--- config.mk ---
export PLATFORM = sky130hd
export DESIGN_NAME = mbcd_top
export DESIGN_NICKNAME = d
export VERILOG_FILES = /design/src/rtl/mbcd_pkg.sv /design/src/rtl/mbcd_top.sv
export VERILOG_INCLUDE_DIRS = /design/src /design/src/rtl
export SDC_FILE = /design/constraint.sdc
export NUM_CORES = 1
export LEC_CHECK = 0
export BUFFER_PORTS_ARGS = -buffer_cell sky130_fd_sc_hd__buf_2
export CELL_PAD_IN_SITES_DETAIL_PLACEMENT = 1
export CELL_PAD_IN_SITES_GLOBAL_PLACEMENT = 1
export CORE_MARGIN = 2
export CORE_UTILIZATION = 44
export CTS_CLUSTER_DIAMETER = 150
export DETAILED_ROUTE_END_ITERATION = 8
export PLACE_DENSITY = 0.93
export SETUP_SLACK_MARGIN = 0.5
export SYNTH_ARGS = -nofsm -noshare
export SYNTH_HDL_FRONTEND = slang
export SYNTH_SLANG_ARGS = --single-unit
--- constraint.sdc ---
create_clock -name CORE_CLK -period 3.05 [get_ports CORE_CLK]
set_clock_uncertainty 0.05 [all_clocks]
set_input_delay 0 -clock CORE_CLK [delete_from_list [all_inputs] [get_ports CORE_CLK]]
set_output_delay 0 -clock CORE_CLK [all_outputs]
set_load 0.02 [all_outputs]
--- src/rtl/mbcd_cfg.svh ---
// Register offsets, field positions, reset values and timing counts for the bias detect block
`ifndef MBCD_CFG_SVH
`define MBCD_CFG_SVH

// Register offsets (word index on the plain register port)
`define MBCD_OFF_CTRL      8'h06
`define MBCD_OFF_VSEL      8'h07
`define MBCD_OFF_IRQCFG    8'h08
`define MBCD_OFF_STATUS    8'h09
`define MBCD_OFF_MASK      8'h0A
`define MBCD_OFF_CLKCFG    8'h0B
`define MBCD_OFF_STATE     8'h0C

// Field positions in the primary control register
`define MBCD_BIT_BIAS_EN   0
`define MBCD_BIT_DET_EN    1
`define MBCD_SHT_LO        2
`define MBCD_SHT_HI        3
`define MBCD_INS_LO        4
`define MBCD_INS_HI        6

// Field positions in the interrupt config, status, mask and state registers
`define MBCD_BIT_INS       0
`define MBCD_BIT_HOOK      1

// Field positions in the clocking register
`define MBCD_BIT_MCLK_OK   0
`define MBCD_BIT_FREERUN   1
`define MBCD_BIT_SYSTEM_CLOCK_EN 2
`define MBCD_DCS_LO        4
`define MBCD_DCS_HI        7

// Reset values
`define MBCD_RST_CTRL      16'h0000
`define MBCD_RST_VSEL      16'h0000
`define MBCD_RST_IRQCFG    16'h0000
`define MBCD_RST_MASK      16'h0000
`define MBCD_RST_CLKCFG    16'h0000

// Timing: measurement period and consecutive-hit count
`define MBCD_MEAS_NS       1000
`define MBCD_CLK_NS        25
`define MBCD_MEAS_CYC      (`MBCD_MEAS_NS / `MBCD_CLK_NS)
`define MBCD_HOOK_HITS     10
`define MBCD_INS_HITS      4

`endif

--- src/rtl/mbcd_pkg.sv ---
// Types shared by the bias detect block
package mbcd_pkg;

  // Register port request
  typedef struct packed {
    logic [7:0]  addr;
    logic [15:0] wdata;
    logic        wr;
    logic        rd;
  } mbcd_req_s;

  // Detector state per monitor
  typedef enum logic [0:0] {
    DET_IDLE,
    DET_ACTIVE
  } mbcd_det_e;

  // Bias ratio codes, ratio of the analogue supply
  typedef enum logic [2:0] {
    RATIO_9_10,
    RATIO_10_9,
    RATIO_7_6,
    RATIO_4_3,
    RATIO_3_2
  } mbcd_ratio_e;

endpackage

--- src/rtl/mbcd_top.sv ---
// Mic bias control, current detect filtering and interrupt logic
`timescale 1ns/1ps
`include "mbcd_cfg.svh"

//////////////////////////////////////////////////////////////////////////////
// Contract
// - Bias output driven only while enable set
// - Bias select decodes to five supply ratios
// - Both current monitors run only when enabled
// - Insertion threshold from bits 6:4
// - Hook threshold from bits 3:2
// - Threshold crossings become interrupt events
// - Both detect states offered on GPIO
// - Hysteresis: separate set and clear thresholds
// - Hook event after ten consecutive measurements
// - Insertion polarity picks insert or removal
// - Hook polarity picks press or release
// - Insertion detection filtered, bounded delay
// - GPIO insertion state lags interrupt by one cycle
// - Filter runs only when clocking conditions hold
// - Events during clock stop reported later
module mbcd_top (
  input  wire logic        CORE_CLK,    // 40 MHz core clock
  input  wire logic        SRST,        // Synchronous reset, active high
  input  wire logic [7:0]  REG_ADDR,    // Register word index
  input  wire logic [15:0] REG_WDATA,   // Write data
  input  wire logic        REG_WR,      // Write strobe
  input  wire logic        REG_RD,      // Read strobe
  output logic      [15:0] REG_RDATA,   // Read data, cycle after strobe
  input  wire logic        INS_CMP_HI,  // Comparator: current above insertion set level
  input  wire logic        INS_CMP_LO,  // Comparator: current above insertion clear level
  input  wire logic        SHT_CMP_HI,  // Comparator: current above hook set level
  input  wire logic        SHT_CMP_LO,  // Comparator: current above hook clear level
  output logic             BIAS_OUT_EN, // Enables the bias output driver
  output logic [2:0]       BIAS_RATIO,  // Decoded ratio code to the bias generator
  output logic             DET_EN,      // Powers both current monitors
  output logic [2:0]       INS_THR,     // Insertion threshold code to analogue
  output logic [1:0]       SHT_THR,     // Hook threshold code to analogue
  output logic             GPIO_INS,    // Filtered insertion state for GPIO
  output logic             GPIO_HOOK,   // Filtered hook state for GPIO
  output logic             IRQ          // Level interrupt, unmasked status set
);

  //////////////////////////////////////////////////////////////////////////////
  // Registers and internal signals
  mbcd_pkg::mbcd_req_s req;           // Bundled register request
  logic [15:0] ctrl_ff;               // Primary control register
  logic [15:0] vsel_ff;               // Voltage select register
  logic [15:0] irqcfg_ff;             // Polarity bits
  logic [15:0] mask_ff;               // Interrupt mask
  logic [15:0] clkcfg_ff;             // Clocking conditions
  logic [1:0]  status_ff;             // Sticky interrupt status
  logic [1:0]  ins_sync_ff [2];       // Insertion comparator synchroniser
  logic [1:0]  sht_sync_ff [2];       // Hook comparator synchroniser
  logic [5:0]  tick_cnt_ff;           // Measurement period divider
  logic        meas_tick_ff;          // One-cycle measurement enable
  logic [3:0]  ins_cnt_ff;            // Insertion consecutive-hit counter
  logic [3:0]  sht_cnt_ff;            // Hook consecutive-hit counter
  mbcd_pkg::mbcd_det_e ins_state_ff;  // Filtered insertion state
  mbcd_pkg::mbcd_det_e sht_state_ff;  // Filtered hook state
  logic        ins_raw;               // Insertion level with hysteresis
  logic        sht_raw;               // Hook level with hysteresis
  logic        filt_run;              // Detect enabled and clocking conditions all met
  logic        ins_evt;               // Insertion status set pulse
  logic        sht_evt;               // Hook status set pulse
  logic [1:0]  nxt_status;            // Next sticky status

  assign req = '{addr: REG_ADDR, wdata: REG_WDATA, wr: REG_WR, rd: REG_RD};

  //////////////////////////////////////////////////////////////////////////////
  // Configuration register writes
  always_ff @(posedge CORE_CLK)
  begin
    if (SRST)
    begin
      ctrl_ff   <= `MBCD_RST_CTRL;
      vsel_ff   <= `MBCD_RST_VSEL;
      irqcfg_ff <= `MBCD_RST_IRQCFG;
      mask_ff   <= `MBCD_RST_MASK;
      clkcfg_ff <= `MBCD_RST_CLKCFG;
    end
    else if (req.wr)
    begin
      case (req.addr)
        `MBCD_OFF_CTRL:   ctrl_ff   <= {9'h000, req.wdata[6:0]};
        `MBCD_OFF_VSEL:   vsel_ff   <= {13'h0000, req.wdata[2:0]};
        `MBCD_OFF_IRQCFG: irqcfg_ff <= {14'h0000, req.wdata[1:0]};
        `MBCD_OFF_MASK:   mask_ff   <= {14'h0000, req.wdata[1:0]};
        `MBCD_OFF_CLKCFG: clkcfg_ff <= {8'h00, req.wdata[7:4], 1'b0, req.wdata[2:0]};
        default:          ;  // Unmapped and read-only offsets ignore writes
      endcase
    end
  end

  //////////////////////////////////////////////////////////////////////////////
  // Read data, one cycle after the strobe, zero otherwise
  always_ff @(posedge CORE_CLK)
  begin
    if (SRST || !req.rd)
    begin
      REG_RDATA <= 16'h0000;
    end
    else
    begin
      case (req.addr)
        `MBCD_OFF_CTRL:   REG_RDATA <= ctrl_ff;
        `MBCD_OFF_VSEL:   REG_RDATA <= vsel_ff;
        `MBCD_OFF_IRQCFG: REG_RDATA <= irqcfg_ff;
        `MBCD_OFF_STATUS: REG_RDATA <= {14'h0000, status_ff};
        `MBCD_OFF_MASK:   REG_RDATA <= mask_ff;
        `MBCD_OFF_CLKCFG: REG_RDATA <= clkcfg_ff;
        `MBCD_OFF_STATE:  REG_RDATA <= {14'h0000, GPIO_HOOK, GPIO_INS};
        default:          REG_RDATA <= 16'h0000;  // Unmapped reads as zero
      endcase
    end
  end

  //////////////////////////////////////////////////////////////////////////////
  // Analogue control outputs, registered
  always_ff @(posedge CORE_CLK)
  begin
    if (SRST)
    begin
      BIAS_OUT_EN <= 1'b0;
      DET_EN      <= 1'b0;
      INS_THR     <= 3'h0;
      SHT_THR     <= 2'h0;
    end
    else
    begin
      BIAS_OUT_EN <= ctrl_ff[`MBCD_BIT_BIAS_EN];
      DET_EN      <= ctrl_ff[`MBCD_BIT_DET_EN];
      INS_THR     <= ctrl_ff[`MBCD_INS_HI:`MBCD_INS_LO];
      SHT_THR     <= ctrl_ff[`MBCD_SHT_HI:`MBCD_SHT_LO];
    end
  end

  // Ratio decode: every code from 100 up folds onto the top ratio
  always_ff @(posedge CORE_CLK)
  begin
    if (SRST)
    begin
      BIAS_RATIO <= mbcd_pkg::RATIO_9_10;
    end
    else
    begin
      case (vsel_ff[2:0])
        3'h0:    BIAS_RATIO <= mbcd_pkg::RATIO_9_10;
        3'h1:    BIAS_RATIO <= mbcd_pkg::RATIO_10_9;
        3'h2:    BIAS_RATIO <= mbcd_pkg::RATIO_7_6;
        3'h3:    BIAS_RATIO <= mbcd_pkg::RATIO_4_3;
        default: BIAS_RATIO <= mbcd_pkg::RATIO_3_2;
      endcase
    end
  end

  //////////////////////////////////////////////////////////////////////////////
  // Comparator synchronisers; first stage is read only by the second
  always_ff @(posedge CORE_CLK)
  begin
    if (SRST)
    begin
      ins_sync_ff[0] <= 2'h0;
      ins_sync_ff[1] <= 2'h0;
      sht_sync_ff[0] <= 2'h0;
      sht_sync_ff[1] <= 2'h0;
    end
    else
    begin
      ins_sync_ff[0] <= {INS_CMP_HI, INS_CMP_LO};
      ins_sync_ff[1] <= ins_sync_ff[0];
      sht_sync_ff[0] <= {SHT_CMP_HI, SHT_CMP_LO};
      sht_sync_ff[1] <= sht_sync_ff[0];
    end
  end

  // Hysteresis: set above high level, hold until below low level
  assign ins_raw = (ins_state_ff == mbcd_pkg::DET_ACTIVE) ?
                   ins_sync_ff[1][0] : ins_sync_ff[1][1];
  assign sht_raw = (sht_state_ff == mbcd_pkg::DET_ACTIVE) ?
                   sht_sync_ff[1][0] : sht_sync_ff[1][1];

  // Filter clock gate; comparators keep their level while stopped, so a
  // change made during a stop is picked up on the first tick after it
  assign filt_run = ctrl_ff[`MBCD_BIT_DET_EN] &&
                    (clkcfg_ff[`MBCD_BIT_MCLK_OK] || clkcfg_ff[`MBCD_BIT_FREERUN]) &&
                    clkcfg_ff[`MBCD_BIT_SYSTEM_CLOCK_EN] &&
                    (|clkcfg_ff[`MBCD_DCS_HI:`MBCD_DCS_LO]);

  //////////////////////////////////////////////////////////////////////////////
  // Measurement-rate divider
  always_ff @(posedge CORE_CLK)
  begin
    if (SRST || !filt_run)
    begin
      tick_cnt_ff  <= 6'h00;
      meas_tick_ff <= 1'b0;
    end
    else if (tick_cnt_ff == 6'(`MBCD_MEAS_CYC - 1))
    begin
      tick_cnt_ff  <= 6'h00;
      meas_tick_ff <= 1'b1;
    end
    else
    begin
      tick_cnt_ff  <= tick_cnt_ff + 6'h01;
      meas_tick_ff <= 1'b0;
    end
  end

  //////////////////////////////////////////////////////////////////////////////
  // Insertion filter: band-limited by a short consecutive count
  always_ff @(posedge CORE_CLK)
  begin
    if (SRST || !ctrl_ff[`MBCD_BIT_DET_EN])
    begin
      ins_cnt_ff   <= 4'h0;
      ins_state_ff <= mbcd_pkg::DET_IDLE;
    end
    else if (meas_tick_ff)
    begin
      if (ins_raw == (ins_state_ff == mbcd_pkg::DET_ACTIVE))
      begin
        ins_cnt_ff <= 4'h0;                               // Agrees with state
      end
      else if (ins_cnt_ff == 4'(`MBCD_INS_HITS - 1))
      begin
        ins_cnt_ff   <= 4'h0;
        ins_state_ff <= ins_raw ? mbcd_pkg::DET_ACTIVE : mbcd_pkg::DET_IDLE;
      end
      else
      begin
        ins_cnt_ff <= ins_cnt_ff + 4'h1;
      end
    end
  end

  // Hook filter: ten consecutive measurements, any miss restarts
  always_ff @(posedge CORE_CLK)
  begin
    if (SRST || !ctrl_ff[`MBCD_BIT_DET_EN])
    begin
      sht_cnt_ff   <= 4'h0;
      sht_state_ff <= mbcd_pkg::DET_IDLE;
    end
    else if (meas_tick_ff)
    begin
      if (sht_raw == (sht_state_ff == mbcd_pkg::DET_ACTIVE))
      begin
        sht_cnt_ff <= 4'h0;
      end
      else if (sht_cnt_ff == 4'(`MBCD_HOOK_HITS - 1))
      begin
        sht_cnt_ff   <= 4'h0;
        sht_state_ff <= sht_raw ? mbcd_pkg::DET_ACTIVE : mbcd_pkg::DET_IDLE;
      end
      else
      begin
        sht_cnt_ff <= sht_cnt_ff + 4'h1;
      end
    end
  end

  //////////////////////////////////////////////////////////////////////////////
  // Events: filtered state changes on the next edge, in the direction the polarity selects
  // Gated by detect enable: a tick left over from the cycle in which detect
  // was switched off must not latch an event the filter never takes
  assign ins_evt = ctrl_ff[`MBCD_BIT_DET_EN] && meas_tick_ff &&
                   ins_raw != (ins_state_ff == mbcd_pkg::DET_ACTIVE) &&
                   ins_cnt_ff == 4'(`MBCD_INS_HITS - 1) &&
                   (ins_raw != irqcfg_ff[`MBCD_BIT_INS]);
  assign sht_evt = ctrl_ff[`MBCD_BIT_DET_EN] && meas_tick_ff &&
                   sht_raw != (sht_state_ff == mbcd_pkg::DET_ACTIVE) &&
                   sht_cnt_ff == 4'(`MBCD_HOOK_HITS - 1) &&
                   (sht_raw != irqcfg_ff[`MBCD_BIT_HOOK]);

  // Sticky status: set wins over a write-one clear in the same cycle
  always_comb
  begin
    nxt_status = status_ff;
    if (req.wr && req.addr == `MBCD_OFF_STATUS)
    begin
      nxt_status = status_ff & ~req.wdata[1:0];
    end
    nxt_status = nxt_status | {sht_evt, ins_evt};
  end

  always_ff @(posedge CORE_CLK)
  begin
    if (SRST)
    begin
      status_ff <= 2'h0;
    end
    else
    begin
      status_ff <= nxt_status;
    end
  end

  //////////////////////////////////////////////////////////////////////////////
  // Interrupt and GPIO outputs; GPIO follows the filtered state only
  always_ff @(posedge CORE_CLK)
  begin
    if (SRST)
    begin
      IRQ       <= 1'b0;
      GPIO_INS  <= 1'b0;
      GPIO_HOOK <= 1'b0;
    end
    else
    begin
      IRQ       <= |(nxt_status & mask_ff[1:0]);
      GPIO_INS  <= (ins_state_ff == mbcd_pkg::DET_ACTIVE);
      GPIO_HOOK <= (sht_state_ff == mbcd_pkg::DET_ACTIVE);
    end
  end
endmodule

## Yosys cells after proc, flatten, opt, wreduce, memory -nomap -nowiden

Memory sizes are Yosys's and may differ from the RTL's.
Cells that the tools add are included.

| word-level totals | value |
|---|---|
| bits in registers | 69 |
| RAM bits | 8 |
| input port bits | 32 |
| output and inout bits | 29 |
| memories | 2 |

Memories:

| memory | words | bits a word | rd ports | clocked after memory_dff | wr ports | RTL line | text |
|---|---|---|---|---|---|---|---|
| ins_sync_ff | 2 | 2 | 2 | 0 | 2 | mbcd_top.sv:53 | `logic [1:0] ins_sync_ff [2];` |
| sht_sync_ff | 2 | 2 | 2 | 0 | 2 | mbcd_top.sv:54 | `logic [1:0] sht_sync_ff [2];` |

| operators by class | value |
|---|---|
| add/sub/neg operators | 3 |
| eq/ne operators | 19 |
| mux-type cells | 19 |
| bitwise logic cells | 10 |
| reduce and logical (&&, ||, !) cells | 29 |

Operators by type and width:

| kind | number |
|---|---|
| $pmux 8 s7 | 1 |
| $eq 8x4->1 const B | 5 |
| $eq 8x3->1 const B | 2 |
| $mux 4 | 4 |
| $pmux 3 s4 | 1 |
| $logic_and 1x1->1 | 11 |
| $mux 2 | 5 |
| $reduce_and 2->1 | 5 |
| $add 4x1->4 const B | 2 |
| $mux 1 | 8 |
| $add 6x1->6 const B | 1 |
| $eq 3x2->1 const B | 2 |
| $eq 6x6->1 const B | 1 |
| $reduce_and 3->1 | 2 |
| $and 2x2->2 | 2 |
| $eq 4x2->1 const B | 1 |
| $eq 4x4->1 const B | 1 |
| $logic_or 1x1->1 | 4 |
| $ne 1x1->1 | 4 |
| $or 1x1->1 | 4 |
| $reduce_or 2->1 | 2 |
| $reduce_or 4->1 | 1 |
| $eq 3x1->1 const B | 1 |
| $logic_not 1->1 | 3 |
| other kinds (5) | 7 |

## Longest topological paths before layout

An unclocked memory read counts as a cell.

| logic depth | value |
|---|---|
| depth after elaboration | 9 |
| gate-level depth with buffers | 7 |

## Worst setup path after synthesis

No wires, ideal clock.

| timing | value |
|---|---|
| path kind | input -> register |
| start | in REG_ADDR[5] |
| end | reg irqcfg_ff[0] |
| setup time | 0.128 ns |
| arrival | 1.425 ns |
| slack | 1.448 ns |
| stages on the path | 5 |
| cell sequence | or4_4 -> buf_6 -> or4_4 -> mux2i_1 -> nor2_1 |

| between the ends | value |
|---|---|
| longest elaborated chain between the ends | 2 |

RTL lines:

| element | RTL line | text |
|---|---|---|
| start: declaration | mbcd_top.sv:25 | `input wire logic [7:0] REG_ADDR,` |
| $eq 8x4->1 | mbcd_top.sv:84 | `case (req.addr)` |
| $reduce_and 2->1 (no source line) | n/a |  |
| end signal: assignment | mbcd_top.sv:78 | `` irqcfg_ff <= `MBCD_RST_IRQCFG; `` |
| end signal: assignment | mbcd_top.sv:87 | `` `MBCD_OFF_IRQCFG: irqcfg_ff <= {14'h0000, req.wdata[1:0]}; `` |
| end: declaration | mbcd_top.sv:49 | `logic [15:0] irqcfg_ff;` |

No other way between the ends.
A chain may end at the register's enable or synchronous reset.

## Worst setup path in the final report

| timing | value |
|---|---|
| start | reg ctrl_ff[1] |
| end | reg tick_cnt_ff[5] |

| between the ends | value |
|---|---|
| longest elaborated chain between the ends | 6 |

RTL lines:

| element | RTL line | text |
|---|---|---|
| start: declaration | mbcd_top.sv:47 | `logic [15:0] ctrl_ff;` |
| start signal: assignment | mbcd_top.sv:76 | `` ctrl_ff <= `MBCD_RST_CTRL; `` |
| start signal: assignment | mbcd_top.sv:85 | `` `MBCD_OFF_CTRL: ctrl_ff <= {9'h000, req.wdata[6:0]}; `` |
| $logic_and 1x1->1 (3 in series) | mbcd_top.sv:185 | `` assign filt_run = ctrl_ff[`MBCD_BIT_DET_EN] && `` |
| $logic_not 1->1 | mbcd_top.sv:194 | `if (SRST \|\| !filt_run)` |
| $logic_or 1x1->1 | mbcd_top.sv:194 |  |
| $reduce_or 2->1 (no source line) | n/a |  |
| end signal: assignment | mbcd_top.sv:206 | `tick_cnt_ff <= tick_cnt_ff + 6'h01;` |
| end: declaration | mbcd_top.sv:55 | `logic [5:0] tick_cnt_ff;` |

No other way between the ends.

==> reports/metrics.csv <==
stage;metric;value;unit
power;Net Sw Frac;0.224;
critical_path;Worst path slowest cell;clkinv_1;
critical_path;R2R depth;5;
synthesis;complex-gate fraction of the synthesized area;0.0846;
critical_path;Data arrival, critical path;1950;ps
sta;fin crit period;1780;ps
clock_network;Max Buffers Root-to-Sink;2;
critical_path;Critical R2R Launch;ctrl_ff[1]$_SDFFE_PP0P_;
synthesis;Synth top area share;0.492;
clock_network;CTS buffer count;9;
synthesis;Post-Synth Simple-Gate Area;0.236;
floorplan;Die Y;83.9;um
run_status;status;finished, final reports clean;
finish;share of cells above drive strength 1;0.224;
sta;RSZ-0062 raised after global routing;false;
critical_path;Critical Path Sink;tick_cnt_ff[5]$_SDFF_PP0_;
floorplan;Die W;83.9;um
clock_network;# clock sinks;69;
synthesis;average instance area after synthesis;10.0;um2
route;Final ANT Viol Nets;0;
critical_path;crit path from;ctrl_ff[1]$_SDFFE_PP0P_;
finish;fin cells;420;
finish;Nets;374;
finish;Layout area overhead;21.2;%
synthesis;synth cell count leaders;dfxtp_1 (69), nor2_1 (40), mux2i_1 (24);
grt;initial antenna violation count;0;
clock_network;CTS root buf;clkbuf_8;
power;pwr/cell area;538;nW/um2
critical_path;Max stage delay on crit path;370;ps
placement;Placer Congestion;0.792;
placement;Final HPWL DP;4.75;mm
power;Final Power;0.00183;W
hold_path;Hold WC Path Type;input pin to register;
power;Peak VDD IR;0.260;mV
route;routed via count;2255;
synthesis;Yosys warning count;0;
route;DR WL/cell;17.2;um
power;Clk network pwr share;0.459;
power;Comb power frac;0.046;
critical_path;worst-path fanout max;10;
synthesis;fraction of registers with async set/reset;0;
synthesis;most frequent cell after synthesis;dfxtp_1;
synthesis;sequential fraction of the synthesis area;0.492;
synthesis;mux contribution to synthesized area;0.110;
synthesis;Post-synth EDFFs;0;
sta;Final setup viols;0;
power;sequential share of power;0.496;
job;Max Cap Viol;0;
synthesis;Post-Syn Instances;281;
synthesis;XOR/XNOR share of the synthesized area;0.0125;
critical_path;CP most frequent cell;nand2b_1;
floorplan;die area;7040;um2
synthesis;largest family of logic cells by synthesized area;simple AND/OR/NAND/NOR gates;
placement;port bufs;44;
critical_path;CP Cell Sequence;nand2b_1, clkinv_1, o2111ai_1, nand2b_1, nor2_1;
grt;first-pass GRT wire length;11.9;mm
grt;gr ovfl total;0;
clock_network;Skew-Pair Late Insertion Delay;350;ps
critical_path;Critical R2R Capture;tick_cnt_ff[5]$_SDFF_PP0_;
synthesis;Synth area leader;dfxtp_1;
clock_network;CTS tree;done;
clock_network;CTS clk-pin slew, worst paths;70;ps
clock_network;Post-CTS Setup Bufs;0;
critical_path;Startpoint Class;register;
sta;actual slew at the worst max-slew pin;683;ps
sta;Max-slew headroom;0.541;
sta;Slew Limit Fails;0;
sta;Fmax achieved;563;MHz
synthesis;Primary FF master, synth;dfxtp_1;
grt;largest net degree at the start of global routing;45;
grt;GRT Resource Usage Total;0.215;
floorplan;Core ar.;6280;um2
power;Cell Int Power;0.00142;W
sta;endpoints failing hold;0;
route;final WL;7.20;mm
route;vias per cell;5.37;
clock_network;# H-tree levels;3;
synthesis;adder-cell area share of the yosys netlist;0.0178;
route;DR iter-0 viols;127;
floorplan;Initial Util;0.447;
power;NetSw;0.000410;W
placement;Inst Count DP;391;
critical_path;setup slack, reg-to-reg;1270;ps
floorplan;num ports;61;
critical_path;WP data required;3230;ps
power;Pleak;1.33;nW
synthesis;Post-Syn Area;2810;um2
route;Pre-antenna DRT Iters;4;
sta;TNS Setup;0;ps
critical_path;endpoint type of the worst setup path;register;
sta;Tcrit/Tclk final;0.582;
floorplan;num rows;29;
route;DRC;0;
grt;vias in the first global route;2466;
critical_path;Crit Path Class;register to register;
finish;Antenna Cells;0;
synthesis;Yosys reg bits;69;
synthesis;Yosys cell types;50;
synthesis;Area contributors post-synth;dfxtp_1 (49%), mux2i_1 (8.6%), nor2_1 (5.3%), nor2b_1 (4.7%), mux2_2 (2.4%);
cell type report:
class	count	area [um2]
Sequential cell	69	1380
Clock inverter	6	86.3
Inverter	6	22.5
Tap cell	77	96.3
Multi-Input combinational cell	194	1320
Clock buffer	10	138
Timing Repair Buffer	58	358
Fill cell	720	2870
worst max-delay path, delay by kind of cell (launching register included):
kind            cells  cell delay (ps)
simple gates        3              630
buf+inv             1              370
flops               1              330
compound gates      1              290
placed cells by master, fill, tap and decap left out, types with 3 or more instances in the layout:
| master | n |
|---|---|
| o21ai_0 | 3 |
| nand2b_1 | 9 |
| nor3_1 | 3 |
| inv_1 | 5 |
| nor3b_1 | 4 |
| nor2_1 | 40 |
| dfxtp_1 | 69 |
| buf_2 | 44 |
| a21oi_1 | 9 |
| nand2_1 | 7 |
| conb_1 | 8 |
| dlygate4sd3_1 | 13 |
| a22oi_1 | 4 |
| mux2_2 | 6 |
| ha_1 | 4 |
| nor2b_1 | 21 |
| mux2i_1 | 24 |
| clkbuf_8 | 10 |
| nand3_1 | 10 |
how the worst min path moves through the flow:
stage | cells past startpoint | slack (ps) | endpoint | from
finish | 4 | 130 | status_ff[1]$_SDFF_PP0_ | REG_WR
global route | 4 | 170 | status_ff[1]$_SDFF_PP0_ | REG_WR
global placement | 2 | 170 | ins_sync_ff[0][1]$_SDFF_PP0_ | INS_CMP_HI
CTS | 4 | 110 | REG_RDATA[0]$_SDFF_PP0_ | REG_ADDR[1]
floorplan | 1 | 80 | ins_sync_ff[0][0]$_SDFF_PP0_ | INS_CMP_LO
detailed placement | 2 | 170 | ins_sync_ff[0][1]$_SDFF_PP0_ | INS_CMP_HI
per-stage QoR:
step                hold slack (ps)  utilization  worst slack, ps  area, um2
finish                          130        0.542             1270       3400
global route                    169        0.542             1150       3400
CTS                             114        0.542             1240       3400
detailed placement              169        0.486             1080       3050
global placement                166        0.486             1170       3050
floorplan                      78.2            -             1450       2840
state kept, by name, summed over array words and instances (netlist names), 2 cells and up:
register     flops
status_ff        2
tick_cnt_ff      6
INS_THR          3
sht_cnt_ff       4
SHT_THR          2
irqcfg_ff        2
ins_sync_ff      4
BIAS_RATIO       3
ins_cnt_ff       4
ctrl_ff          7
clkcfg_ff        7
sht_sync_ff      4
mask_ff          2
vsel_ff          3
REG_RDATA        8
kinds of logic (layout without fill, tap and decap cells):
logic type,Yosys count,count (layout)
simple gates,115,115
mux,30,30
xor+xnor,4,4
flops,69,69
fa+ha+maj,4,4
other cells,1,8
compound gates,33,33
buf+inv,25,80
repair_timing:
| action | in CTS | in global routing |
|---|---|---|
| setup endpoints to repair | 0 | 0 |
| resized for setup | 0 | 0 |
| endpoints found under the hold margin | 26 | 0 |
| hold buffers | 13 | 0 |
power by group through the flow:
stage | sequential, W | combinational (W) | clock, W
detailed placement | 0.000928 | 0.0000690 | 0
finish | 0.000907 | 0.0000833 | 0.000840
floorplan | 0.000928 | 0.0000497 | 0
CTS | 0.000907 | 0.0000832 | 0.000845
global placement | 0.000928 | 0.0000672 | 0
global route | 0.000908 | 0.0000915 | 0.000897
routing by layer:
metal / vias to the layer above / wire length, um / track usage
li1: 1088 / - / -
met1: 1088 / 3120 / 0.258
met2: 61 / 3560 / 0.360
met3: 18 / 246 / 0.0376
met4: 0 / 278 / 0.128
met5: - / 0 / 0
Power figures use the tool's default switching activity.
